<file path="src/verilog/pmsr_pkg.sv">
// Constants, carriers and state layout for the management register subset
// Notes on behaviour
// - Status bits 14:13 read 1, or 0 while the ten-megabit-only strap is active.
// - Status bits 12:11 always read 1; read-only.
// - Status bit 15 and bits 10:7 always read zero; read-only.
// - Status bit 6 reads 0; station must send full preamble.
// - Status bit 5 reads 1 only after negotiation completes; resets to 0.
// - Status bit 4 shows a detected remote fault; resets to 0.
// - Status bit 3 constantly reads 1: negotiation capable.
// - Status bit 2 shows valid link, resets to 0, latches low.
// - Status bit 1 flags jabber, latches high, resets 0, only at ten megabit.
// - Status bit 0 constantly reads 1: extended registers present.
// - Registers 2 and 3 return fixed upper and lower identifier halves.
// - Advertisement bits 15 and 14 always read 0.
// - Advertisement bit 13 writable, resets 0, advertises remote fault.
// - Advertisement bits 12:5 writable ability field, reset 00101111.
// - Advertisement bits 4:0 read-only selector holding 00001.
// - Latch-low bits hold 0, latch-high bits hold 1, once condition occurs.
package pmsr_pkg;

  localparam int ADDR_W = 8;
  localparam int DATA_W = 32;

  // Register indices; byte address is four times the index
  localparam logic [5:0] IDX_BASIC_STATUS = 6'h01;
  localparam logic [5:0] IDX_IDENTIFIER_UPPER = 6'h02;
  localparam logic [5:0] IDX_IDENTIFIER_LOWER = 6'h03;
  localparam logic [5:0] IDX_NEGOTIATION_ADVERTISEMENT = 6'h04;

  // Status field positions
  localparam int ST_ABL_100FD = 14;
  localparam int ST_ABL_100HD = 13;
  localparam int ST_NO_PREAMBLE = 6;
  localparam int ST_AN_DONE = 5;
  localparam int ST_RFAULT = 4;
  localparam int ST_AN_ABLE = 3;
  localparam int ST_LINK = 2;
  localparam int ST_JABBER = 1;
  localparam int ST_EXT = 0;
  localparam logic [1:0] ST_ABL_10_BOTH = 2'h3;

  // Advertisement layout and reset
  localparam int ADV_RFAULT = 13;
  localparam int ADV_TECH_LSB = 5;
  localparam int ADV_TECH_MSB = 12;
  localparam logic [7:0] ADV_TECH_RST = 8'h2f;
  localparam logic [4:0] ADV_SELECTOR = 5'h01;
  localparam logic [15:0] ADV_RST = {3'h0, ADV_TECH_RST, ADV_SELECTOR};

  // Synchroniser lanes
  localparam int SY_LINK = 0;
  localparam int SY_JAB = 1;
  localparam int SY_RF = 2;
  localparam int SY_AN = 3;
  localparam int SY_10M = 4;
  localparam int SY_STRAP = 5;
  localparam int SY_W = 6;

  typedef enum logic [2:0] {
    PMSR_SEL_NONE = 3'b000,
    PMSR_SEL_STATUS = 3'b001,
    PMSR_SEL_IDU = 3'b010,
    PMSR_SEL_IDL = 3'b011,
    PMSR_SEL_ADV = 3'b100
  } pmsr_sel_t;

  typedef struct packed {
    logic psel;
    logic penable;
    logic pwrite;
    logic [ADDR_W-1:0] paddr;
    logic [DATA_W-1:0] pwdata;
  } pmsr_apb_req_t;

  typedef struct packed {
    logic [DATA_W-1:0] prdata;
    logic pready;
    logic pslverr;
  } pmsr_apb_rsp_t;

  typedef struct packed {
    logic link_up;
    logic jabber;
    logic remote_fault;
    logic an_complete;
    logic at_10m;
  } pmsr_phy_line_t;

  typedef struct packed {
    logic [SY_W-1:0] sync1;
    logic [SY_W-1:0] sync2;
    logic link_latch_low_mark;
    logic jabber_latch_high_mark;
    logic [15:0] adv;
    pmsr_sel_t sel;
    pmsr_apb_rsp_t rsp;
  } pmsr_state_t;

  localparam pmsr_state_t ST_RESET = '{
    sync1: '0,
    sync2: '0,
    link_latch_low_mark: 1'b0,
    jabber_latch_high_mark: 1'b0,
    adv: ADV_RST,
    sel: PMSR_SEL_NONE,
    rsp: '0
  };

endpackage

</file>
<file path="src/verilog/pmsr_regs.sv">
// Management status, identifier and advertisement registers behind an APB slave
`timescale 1ns/100ps
module pmsr_regs #(
  parameter logic [15:0] IDENT_UPPER = 16'h5a5a, // Arbitrary value
  parameter logic [15:0] IDENT_LOWER = 16'hc3c3 // Arbitrary value
) (
  // Clock and reset
  input wire logic clk,
  input wire logic rstn,
  // APB slave
  input wire pmsr_pkg::pmsr_apb_req_t apb_req,
  output pmsr_pkg::pmsr_apb_rsp_t apb_rsp,
  // Line conditions and strap
  input wire pmsr_pkg::pmsr_phy_line_t phy_line,
  input wire logic ten_mbps_only_strap,
  // Page offered to the negotiation engine
  output logic [15:0] adv_page
);

  pmsr_pkg::pmsr_state_t st_q;
  pmsr_pkg::pmsr_state_t st_d;
  pmsr_pkg::pmsr_sel_t sel;
  logic setup;
  logic done;
  logic clr;
  logic live_link;
  logic live_jab;

  function automatic pmsr_pkg::pmsr_sel_t reg_sel(input logic [pmsr_pkg::ADDR_W-1:0] a);
    pmsr_pkg::pmsr_sel_t s;
    s = pmsr_pkg::PMSR_SEL_NONE;
    if (a[1:0] == 2'h0) begin
      case (a[pmsr_pkg::ADDR_W-1:2])
        pmsr_pkg::IDX_BASIC_STATUS: s = pmsr_pkg::PMSR_SEL_STATUS;
        pmsr_pkg::IDX_IDENTIFIER_UPPER: s = pmsr_pkg::PMSR_SEL_IDU;
        pmsr_pkg::IDX_IDENTIFIER_LOWER: s = pmsr_pkg::PMSR_SEL_IDL;
        pmsr_pkg::IDX_NEGOTIATION_ADVERTISEMENT: s = pmsr_pkg::PMSR_SEL_ADV;
        default: s = pmsr_pkg::PMSR_SEL_NONE;
      endcase
    end
    return s;
  endfunction

  function automatic logic [15:0] status_word(
    input logic strap,
    input logic an_done,
    input logic rfault,
    input logic link,
    input logic jab
  );
    logic [15:0] w;
    w = 16'h0000;
    w[pmsr_pkg::ST_ABL_100FD] = ~strap;
    w[pmsr_pkg::ST_ABL_100HD] = ~strap;
    w[12:11] = pmsr_pkg::ST_ABL_10_BOTH;
    w[pmsr_pkg::ST_AN_DONE] = an_done;
    w[pmsr_pkg::ST_RFAULT] = rfault;
    w[pmsr_pkg::ST_AN_ABLE] = 1'b1;
    w[pmsr_pkg::ST_LINK] = link;
    w[pmsr_pkg::ST_JABBER] = jab;
    w[pmsr_pkg::ST_EXT] = 1'b1;
    return w;
  endfunction

  always_comb begin
    st_d = st_q;
    sel = reg_sel(apb_req.paddr);
    setup = apb_req.psel & ~apb_req.penable;
    done = apb_req.psel & apb_req.penable & st_q.rsp.pready;
    // Strap and line conditions come from outside the clock domain
    st_d.sync1[pmsr_pkg::SY_LINK] = phy_line.link_up;
    st_d.sync1[pmsr_pkg::SY_JAB] = phy_line.jabber;
    st_d.sync1[pmsr_pkg::SY_RF] = phy_line.remote_fault;
    st_d.sync1[pmsr_pkg::SY_AN] = phy_line.an_complete;
    st_d.sync1[pmsr_pkg::SY_10M] = phy_line.at_10m;
    st_d.sync1[pmsr_pkg::SY_STRAP] = ten_mbps_only_strap;
    st_d.sync2 = st_q.sync1;
    live_link = st_q.sync2[pmsr_pkg::SY_LINK];
    // Jabber only counts while running at ten megabit
    live_jab = st_q.sync2[pmsr_pkg::SY_JAB] & st_q.sync2[pmsr_pkg::SY_10M];
    clr = done & ~apb_req.pwrite & (st_q.sel == pmsr_pkg::PMSR_SEL_STATUS);
    // Release on read reloads the live level, so a drop in the clearing cycle stays seen
    if (clr) begin
      st_d.link_latch_low_mark = live_link;
      st_d.jabber_latch_high_mark = live_jab;
    end else begin
      st_d.link_latch_low_mark = st_q.link_latch_low_mark & live_link;
      st_d.jabber_latch_high_mark = st_q.jabber_latch_high_mark | live_jab;
    end
    // Only the writable fields move; the rest of the page keeps its constants
    if (done && apb_req.pwrite && st_q.sel == pmsr_pkg::PMSR_SEL_ADV) begin
      st_d.adv[pmsr_pkg::ADV_RFAULT] = apb_req.pwdata[pmsr_pkg::ADV_RFAULT];
      st_d.adv[pmsr_pkg::ADV_TECH_MSB:pmsr_pkg::ADV_TECH_LSB] =
        apb_req.pwdata[pmsr_pkg::ADV_TECH_MSB:pmsr_pkg::ADV_TECH_LSB];
    end
    // Zero wait: answer is ready in the first access cycle
    st_d.rsp.pready = setup & ~st_q.rsp.pready;
    if (setup) begin
      st_d.sel = sel;
      st_d.rsp.pslverr = (sel == pmsr_pkg::PMSR_SEL_NONE);
      // Snapshot takes the latch next-state so an event at this edge is shown
      case (sel)
        pmsr_pkg::PMSR_SEL_STATUS: st_d.rsp.prdata = {16'h0000, status_word(
          st_q.sync2[pmsr_pkg::SY_STRAP], st_q.sync2[pmsr_pkg::SY_AN],
          st_q.sync2[pmsr_pkg::SY_RF], st_d.link_latch_low_mark,
          st_d.jabber_latch_high_mark)};
        pmsr_pkg::PMSR_SEL_IDU: st_d.rsp.prdata = {16'h0000, IDENT_UPPER};
        pmsr_pkg::PMSR_SEL_IDL: st_d.rsp.prdata = {16'h0000, IDENT_LOWER};
        pmsr_pkg::PMSR_SEL_ADV: st_d.rsp.prdata = {16'h0000, st_q.adv};
        default: st_d.rsp.prdata = 32'h0000_0000;
      endcase
    end
  end

  always_ff @(posedge clk or negedge rstn) begin
    if (!rstn) begin
      st_q <= pmsr_pkg::ST_RESET;
    end else begin
      st_q <= st_d;
    end
  end

  assign apb_rsp = st_q.rsp;
  assign adv_page = st_q.adv;
endmodule // pmsr_regs
</file>
<file path="config.mk">
export PLATFORM = sky130hd
export DESIGN_NAME = pmsr_regs
export DESIGN_NICKNAME = d
export VERILOG_FILES = /design/src/verilog/pmsr_pkg.sv /design/src/verilog/pmsr_regs.sv
export SDC_FILE = /design/constraint.sdc
export NUM_CORES = 1
export LEC_CHECK = 0
export BUFFER_PORTS_ARGS = -buffer_cell sky130_fd_sc_hd__buf_2
export CAP_MARGIN = 30
export CORE_AREA = 2 2 81 83
export DETAILED_ROUTE_END_ITERATION = 10
export DIE_AREA = 0 0 83 85
export GPL_ROUTABILITY_DRIVEN = 1
export REMOVE_ABC_BUFFERS = 1
export SLEW_MARGIN = 20
export SYNTH_ARGS = -nofsm -noshare
export SYNTH_HDL_FRONTEND = slang
export SYNTH_SLANG_ARGS = --single-unit
</file>
<file path="constraint.sdc">
create_clock -name clk -period 1.7 [get_ports clk]
set_input_delay 0.255 -clock clk [delete_from_list [all_inputs] [get_ports clk]]
set_output_delay 0.255 -clock clk [all_outputs]
set_load 0.02 [all_outputs]
</file>
==> results.yml, run 1 <==
worst_setup_path:
  crit_chain: "and4b_1 > and4b_1 > buf_12 > mux2_2"
  worst_setup_path_end_kind: "flop"
  critPathMaxFanout: 7
  cp.arrival_ns: 1.80
  worstSetupPathType: "reg2reg"
  critical_path.max_stage_delay_ns: 0.38
  crit_family: "simple AND/OR/NAND/NOR gates"
  crit_top_cell: "and4b_1"
  required_ns: 1.88
  worst-path-buf-inv: 1
  cp-start-kind: "flop"
  crit_slowest_cell: "dfrtp_1"
grt:
  grt_pass1_wl_um: 6858
  overflow: 0
  grt_use_total_pct: 12.26
  antenna_found_initial: 0
  first_global_vias: 1387
  grt_start_max_net_pins: 25
drt:
  vias: 1371
  wl_per_cell_um: 12.43
  drtIter0Drc: 56
  dr.pass1.iters: 4
  routed_wl_um: 3902
  drc_errors: 0
  ant_nets: 0
  viasPerCell: 4.366
die:
  die_y_um: 85
  die_w_um: 83
  pin_count: 101
  core_sq_um: 6205
  rows: 29
  dieArea_sq_um: 7055
  start_util_pct: 34.16
status:
  status: "finished clean"
cts:
  cts.sinks: 44
  cts_buffers: 5
  clkSlewWorstSetupHoldPaths_ns: 0.08
  clk_latency_ns: 0.29
  cts_tree: "built"
  cts.repair.resized: 0
  cts_max_path_buffers: 2
  htreeDepth: 2
  cts_root_buf: "clkbuf_8"
final_layout:
  final_core_util_pct: 38.74
  drive_above_1_share_pct: 38.82
  final_nets: 287
  nFillCells: 622
  final_cell_mix: "buf_2 (54), dfrtp_1 (39), nand2_1 (26), conb_1 (23)"
  syn_to_final_growth_pct: 13.40
  antennaDiodeCount: 0
  final_common_cell: "buf_2"
synthesis:
  synth_area_per_cell_sq_um: 10.76
  synth_top_family_by_area: "buffers and inverters"
  synth_fa_ha_area_share_pct: 0
  synth_xor_area_share_pct: 0
  muxShareOfSynthArea_pct: 4.782
  ys_types: 32
  synth_top_area_share_pct: 46.04
  synthCells: 197
  synth-compound-area-share_pct: 7.969
  synthSimpleGateAreaFrac_pct: 15.11
  yosys.area.top_type: "dfrtp_1"
  synth_area_leaders: "dfrtp_1 (46%), buf_4 (18%), dfstp_2 (6.2%)"
  yosysWarningCount: 0
  ys_ff_latch: 44
  synth_area_sq_um: 2120
  yosysSeqAreaShare_pct: 52.24
place:
  preCtsSetupSlack_ns: -0.05173
  gp_congestion: 0.6992
  io_buffers: 54
  dp_hpwl_um: 3018
timing:
  setup_slack_ns: 0.08377
  worst_pin_slew_ns: 0.6366
  rsz0062_at_grt: "false"
  hold_violations: 0
  fin_crit_sh_pct: 95.07
  skew_ns: 0.003792
  setup_viol: 0
  hold_slack_ns: 0.06227
  slew-limit-headroom_pct: 57.37
  maxClockFrequency_mhz: 618.7
  timing.final.crit_period_ns: 1.616
  slew_violations: 0
flow_run:
  drv_cap: 0
power_and_ir_drop:
  powerDensity_nw_per_um2: 834.7
  ir_drop_v: 0.0004765
  p_leak_uw: 0.001266
hold_path:
  min_path_type: "in2reg"
==> logic make-up (layout without fill, tap and decap cells) <==
kind of cell / after synthesis / in the layout
flops: 44 / 44
compound gates: 28 / 28
mux: 9 / 9
simple gates: 56 / 56
buf+inv: 58 / 77
other cells: 2 / 23
==> power by group <==
part	internal, uW	switching (uW)
Combinational	51.5	115
Clock	436	332
Sequential	1070	6.01
Total	1550	454
==> Yosys cell counts <==
library cell,count
a22o_1,1
buf_6,1
a22oi_1,2
buf_4,50
o2111ai_1,1
nand2_1,26
o21a_1,2
and4b_1,2
a21oi_1,7
o211ai_1,2
inv_1,2
nor2_1,6
mux2_2,9
a31o_2,1
buf_2,1
nand3_1,8
nor3b_1,1
and2_1,1
nor2b_1,4
and3_1,1
a21o_1,1
nand2b_1,2
clkbuf_1,4
or4_4,1
dfstp_2,5
dfrtp_1,39
nor3_1,1
nor4b_4,2
nor3b_4,1
conb_1,2
o21ai_0,3
o21ai_1,8
==> stage by stage <==
step                      setup TNS (ns)  cells  cell area, sq um  total power (uW)
after floorplan                        0    162              1792              1170
final                                  0    314              2404              2006
after global routing                   0    314              2404              2106
after global placement          -0.04813    305              2286              1256
after detailed placement         -0.2234    305              2286              1260
after CTS                              0    314              2404              2048
==> routing by layer <==
layer | routed length [um] | vias up | GRT usage [%] | part of all wire (%)
met5 | 0 | - | 0 | 0
met4 | 39 | 0 | 4.024 | 1.0
met3 | 296 | 5 | 4.280 | 7.6
met2 | 1861 | 57 | 19.79 | 48
met1 | 1704 | 649 | 15.50 | 44
li1 | - | 660 | - | -
==> worst paths after layout <==
| check | cells past startpoint | from | slack (ns) | endpoint |
|---|---|---|---|---|
| max | 4 | st_q[35] | 0.08 | adv_page[9] |
| min | 1 | ten_mbps_only_strap | 0.06 | st_d[60] |
| max reg2reg | 4 | st_q[35] | 0.08 | adv_page[9] |
| min reg2reg | 0 | st_d[57] | 0.35 | st_q[57] |
| max in group asynchronous | 3 | rstn | 0.75 | apb_rsp[14] |
| min in group asynchronous | 2 | rstn | 0.45 | apb_rsp[5] |
==> state kept, by name, summed over array words and instances (netlist names) <==
name / cells
apb_rsp: 18
st_q: 10
adv_page: 9
st_d: 6
live_link: 1
==> timing repair <==
item	CTS	global route
endpoints found under the setup margin	0	0
setup buffers	0	0
hold endpoints to repair	15	0
hold buffers	1	0
==> final cells by class <==
| cell class | instances | area [sq um] | area share [%] |
|---|---|---|---|
| sequential | 44 | 1107 | 46.07 |
| multi-input combinational | 116 | 676.9 | 28.16 |
| timing repair buffer | 67 | 407.9 | 16.97 |
| tap | 77 | 96.34 | 4.008 |
| clock buffer | 6 | 72.57 | 3.019 |
| clock inverter | 2 | 35.03 | 1.458 |
| inverter | 2 | 7.507 | 0.3123 |
Note: power is estimated with default switching activity, not from simulation.
==> run 2: changes to the inputs <==
CTS_CLUSTER_DIAMETER = 60   (was not set)
REMOVE_ABC_BUFFERS = not set   (was 1)
==> run 2 against run 1 <==
Effect of this change: fmax up 6.2%; final cell count down 0.64%; non-clock buffer count down 2; sequential power about the same; power down 6.0%; critical path depth unchanged; design area down 2.9%; worst setup slack better by 0.094 ns; die area unchanged; clock-buffer cell count unchanged; largest cell class unchanged.
==> results.yml, run 2 (synthesized netlist as in run 1, its figures left out) <==
timing:
  slew-limit-headroom_pct: 58.66
  worst_pin_slew_ns: 0.6174
  timing.final.crit_period_ns: 1.522
  rsz0062_at_grt: "false"
  setup_viol: 0
  maxClockFrequency_mhz: 656.9
  skew_ns: 0.004143
  fin_crit_sh_pct: 89.54
  hold_violations: 0
  slew_violations: 0
grt:
  grt_use_total_pct: 11.50
  overflow: 0
  first_global_vias: 1327
  antenna_found_initial: 0
  grt_pass1_wl_um: 6403
  grt_start_max_net_pins: 45
final_layout:
  antennaDiodeCount: 0
  final_nets: 285
  largest_reg_flops: 18
  final_core_util_pct: 37.61
  syn_to_final_growth_pct: 10.09
  drive_above_1_share_pct: 39.15
  final_cell_mix: "buf_2 (54), dfrtp_1 (39), nand2_1 (26), conb_1 (23), buf_4 (11)"
  final_common_cell: "buf_2"
cts:
  hold_buffers: 0
  clkSlewWorstSetupHoldPaths_ns: 0.08
  clk_latency_ns: 0.29
  cts_max_path_buffers: 2
  htreeDepth: 2
  cts_setup_buffers: 0
  cts_root_buf: "clkbuf_8"
  cts_tree: "built"
  cts_buffers: 5
  cts.repair.resized: 0
  cts.sinks: 44
die:
  dieArea_sq_um: 7055
  pin_count: 101
  start_util_pct: 34.16
  die_y_um: 85
  rows: 29
  core_sq_um: 6205
  die_w_um: 83
worst_setup_path:
  crit_chain: "and4b_1 > and4b_1 > buf_4 > mux2_2"
  reg2reg_depth: 4
  crit_slowest_cell: "dfrtp_1"
  r2r_slack_ns: 0.18
  crit_start: "st_q[35]"
  worst-path-buf-inv: 1
  crit_family: "simple AND/OR/NAND/NOR gates"
  endpoint: "adv_page[9]"
  cp-start-kind: "flop"
  critPathMaxFanout: 6
  crit_top_cell: "and4b_1"
  critical_path.max_stage_delay_ns: 0.39
  worst_setup_path_end_kind: "flop"
  r2r-start: "st_q[35]"
  r2r_end: "adv_page[9]"
  cp.depth: 4
  cp.arrival_ns: 1.70
  required_ns: 1.88
  worstSetupPathType: "reg2reg"
power_and_ir_drop:
  ir_drop_v: 0.0004655
  finalPower_uw: 1886
  p_leak_uw: 0.001241
  powerDensity_nw_per_um2: 808.4
drt:
  routed_wl_um: 3769
  drc_errors: 0
  dr.pass1.iters: 4
  vias: 1350
  ant_nets: 0
  drtIter0Drc: 46
  wl_per_cell_um: 12.08
  viasPerCell: 4.327
hold_path:
  min_path_type: "in2async"
place:
  io_buffers: 54
  gp_congestion: 0.7490
  dp_hpwl_um: 2924
status:
  status: "finished clean"
flow_run:
  drv_cap: 0
==> run 2: changes by cell type in the layout (fill, tap and decap cells not counted), sizes merged <==
cell	change
buf	-1
bufinv	-1
clkinv	+1
dlygate4sd3	-1
==> run 2: area by class of cell <==
type / instances / area (sq um)
Multi-Input combinational cell: 116 / 676.9
Fill cell: 636 / 3871
Sequential cell: 44 / 1107
Clock inverter: 2 / 10.01
Tap cell: 77 / 96.34
Timing Repair Buffer: 65 / 352.8
Inverter: 2 / 7.507
Clock buffer: 6 / 82.58
==> run 2: how the worst min path moves through the flow <==
stage,cells past startpoint,startpoint,slack [ns],endpoint
2_1_floorplan,0,rstn,-0.04,adv_page[11]
3_3_place_gp,0,st_d[60],0.33,st_q[60]
3_5_place_dp,0,st_d[55],0.34,live_link
4_1_cts,2,rstn,0.05,adv_page[13]
5_1_grt,1,ten_mbps_only_strap,0.05,st_d[60]
6_report,2,rstn,0.02,apb_rsp[2]
==> run 2: power by group <==
group | switching, uW | total [uW] | internal, uW
registers | 6.11 | 1070 | 1070
clock network | 330 | 654 | 324
logic | 114 | 161 | 46.5
total | 451 | 1890 | 1440
==> run 2: layer usage <==
metal / up-vias / share of wire [%] / global-route usage, % / routed length [um]
li1: 655 / - / - / -
met1: 632 / 44 / 14.98 / 1662
met2: 56 / 47 / 17.89 / 1781
met3: 7 / 7.2 / 3.599 / 270
met4: 0 / 1.4 / 4.769 / 54
met5: - / 0 / 0 / 0
==> run 2: metrics by stage <==
stage               setup TNS [ns]  hold slack, ns  worst slack, ns  instances  instance area [sq um]
floorplan                        0        -0.04059           0.1405        218                   2198
global placement          -0.01135          0.3331         -0.01135        304                   2241
detailed placement         -0.1182          0.3378         -0.02845        304                   2241
CTS                              0         0.04637           0.1692        312                   2333
global route                     0         0.04653          0.09053        312                   2333
finish                           0         0.02246           0.1778        312                   2333
==> run 3: changes to the inputs <==
CORE_AREA = 2 2 71 73   (was 2 2 81 83)
DIE_AREA = 0 0 73 75   (was 0 0 83 85)
PLACE_DENSITY = 0.78   (was not set)
==> run 3 against run 2 <==
Effect of this change: global-route usage grew 2.7 points; hold slack improved by 0.034 ns; core utilization is 12 points higher; clock-buffer cell count is 1 higher; wire length fell by 4.4%; non-clock buffer count increased by 1; clock power decreased by 5.7%; power shrank 1.8%; combinational power hardly changed; worst setup slack gained 0.029 ns; sequential share of layout area is 0.62 points higher; critical path type unchanged.
==> results.yml, run 3 (synthesized netlist as in run 1, its figures left out) <==
cts:
  htreeDepth: 2
  cts_root_buf: "clkbuf_8"
  cts.sinks: 44
  clk_latency_ns: 0.30
  cts_buffers: 5
  clkSlewWorstSetupHoldPaths_ns: 0.08
  cts_max_path_buffers: 2
  cts.repair.resized: 0
  cts_tree: "built"
  hold_buffers: 1
  cts_setup_buffers: 0
timing:
  setup_slack_ns: 0.2063
  fin_crit_sh_pct: 87.87
  skew_ns: 0.006620
  maxClockFrequency_mhz: 669.5
  worst_pin_slew_ns: 0.6013
  slew-limit-headroom_pct: 59.74
  slew_violations: 0
  setup_viol: 0
  rsz0062_at_grt: "false"
  hold_slack_ns: 0.05668
  hold_violations: 0
  timing.final.crit_period_ns: 1.494
flow_run:
  drv_cap: 0
final_layout:
  final_nets: 286
  largest_reg_flops: 18
  final_common_cell: "buf_2"
  final_cell_mix: "buf_2 (54), dfrtp_1 (39), nand2_1 (26), conb_1 (23), buf_4 (11)"
  syn_to_final_growth_pct: 8.678
  final_area_sq_um: 2303
  drive_above_1_share_pct: 38.14
  antennaDiodeCount: 0
die:
  rows: 25
  core_sq_um: 4661
  pin_count: 101
  die_w_um: 73
  dieArea_sq_um: 5475
  start_util_pct: 45.48
  die_y_um: 75
power_and_ir_drop:
  ir_drop_v: 0.0006163
  p_leak_uw: 0.001236
  powerDensity_nw_per_um2: 804.1
  finalPower_uw: 1852
grt:
  first_global_vias: 1299
  grt_use_total_pct: 14.24
  antenna_found_initial: 0
  grt_pass1_wl_um: 5761
  overflow: 0
  grt_start_max_net_pins: 25
worst_setup_path:
  required_ns: 1.88
  cp-start-kind: "flop"
  r2r-start: "st_q[35]"
  crit_start: "st_q[35]"
  critPathMaxFanout: 6
  endpoint: "adv_page[13]"
  r2r_end: "adv_page[13]"
  cp.arrival_ns: 1.68
  reg2reg_depth: 4
  r2r_slack_ns: 0.21
  worst_setup_path_end_kind: "flop"
  worstSetupPathType: "reg2reg"
drt:
  viasPerCell: 4.748
  wl_per_cell_um: 12.43
  dr.pass1.iters: 4
  ant_nets: 0
  vias: 1377
  routed_wl_um: 3605
  drtIter0Drc: 34
  drc_errors: 0
place:
  dpl_cell_area_sq_um: 2212
  dp_hpwl_um: 2851
  preCtsSetupSlack_ns: -0.04018
  io_buffers: 54
  gp_congestion: 0.7975
status:
  status: "finished clean"
hold_path:
  min_path_type: "in2reg"
[run 3: report_power, final]
group          internal (uW)  switching (uW)
combinational           49.1             115
sequential              1070            6.04
clock                    288             328
total                   1400             450
[run 3: worst min-delay path by stage]
stage                               to   startpoint  cells past startpoint  slack (ns)
after floorplan           adv_page[11]         rstn                      0       -0.04
after detailed placement    apb_rsp[1]         rstn                      1        0.26
after global placement      apb_rsp[1]         rstn                      1        0.25
after global routing          st_d[56]  phy_line[3]                      1        0.04
final                         st_d[56]  phy_line[3]                      1        0.06
after CTS                     st_d[56]  phy_line[3]                      1        0.05
[run 3: critical path, stage by stage (launching register included)]
cell and delay [ns]:
dfrtp_1 0.38, and4b_1 0.28, and4b_1 0.22, buf_4 0.17
mux2_2 0.33
[run 3: cell type report]
cell class,instances,area (sq um)
Timing Repair Buffer,66,362.8
Tap cell,54,67.56
Clock buffer,7,76.32
Inverter,2,7.507
Multi-Input combinational cell,116,676.9
Fill cell,425,2357
Sequential cell,44,1107
Clock inverter,1,5.005
[run 3: metal layers]
layer  track usage [%]  vias up  wire length (um)
met4             6.584        0                58
met3             5.489        7               274
met2             21.92       56              1745
li1                  -      659                 -
met1             17.81      655              1526
met5                 0        -                 0
[run 3: metrics by stage]
step | std cells | setup TNS (ns) | util, %
global placement | 281 | -0.02895 | 47.46
CTS | 290 | 0 | 49.42
finish | 290 | 0 | 49.42
detailed placement | 281 | -0.1414 | 47.46
global route | 290 | 0 | 49.42
floorplan | 218 | 0 | -
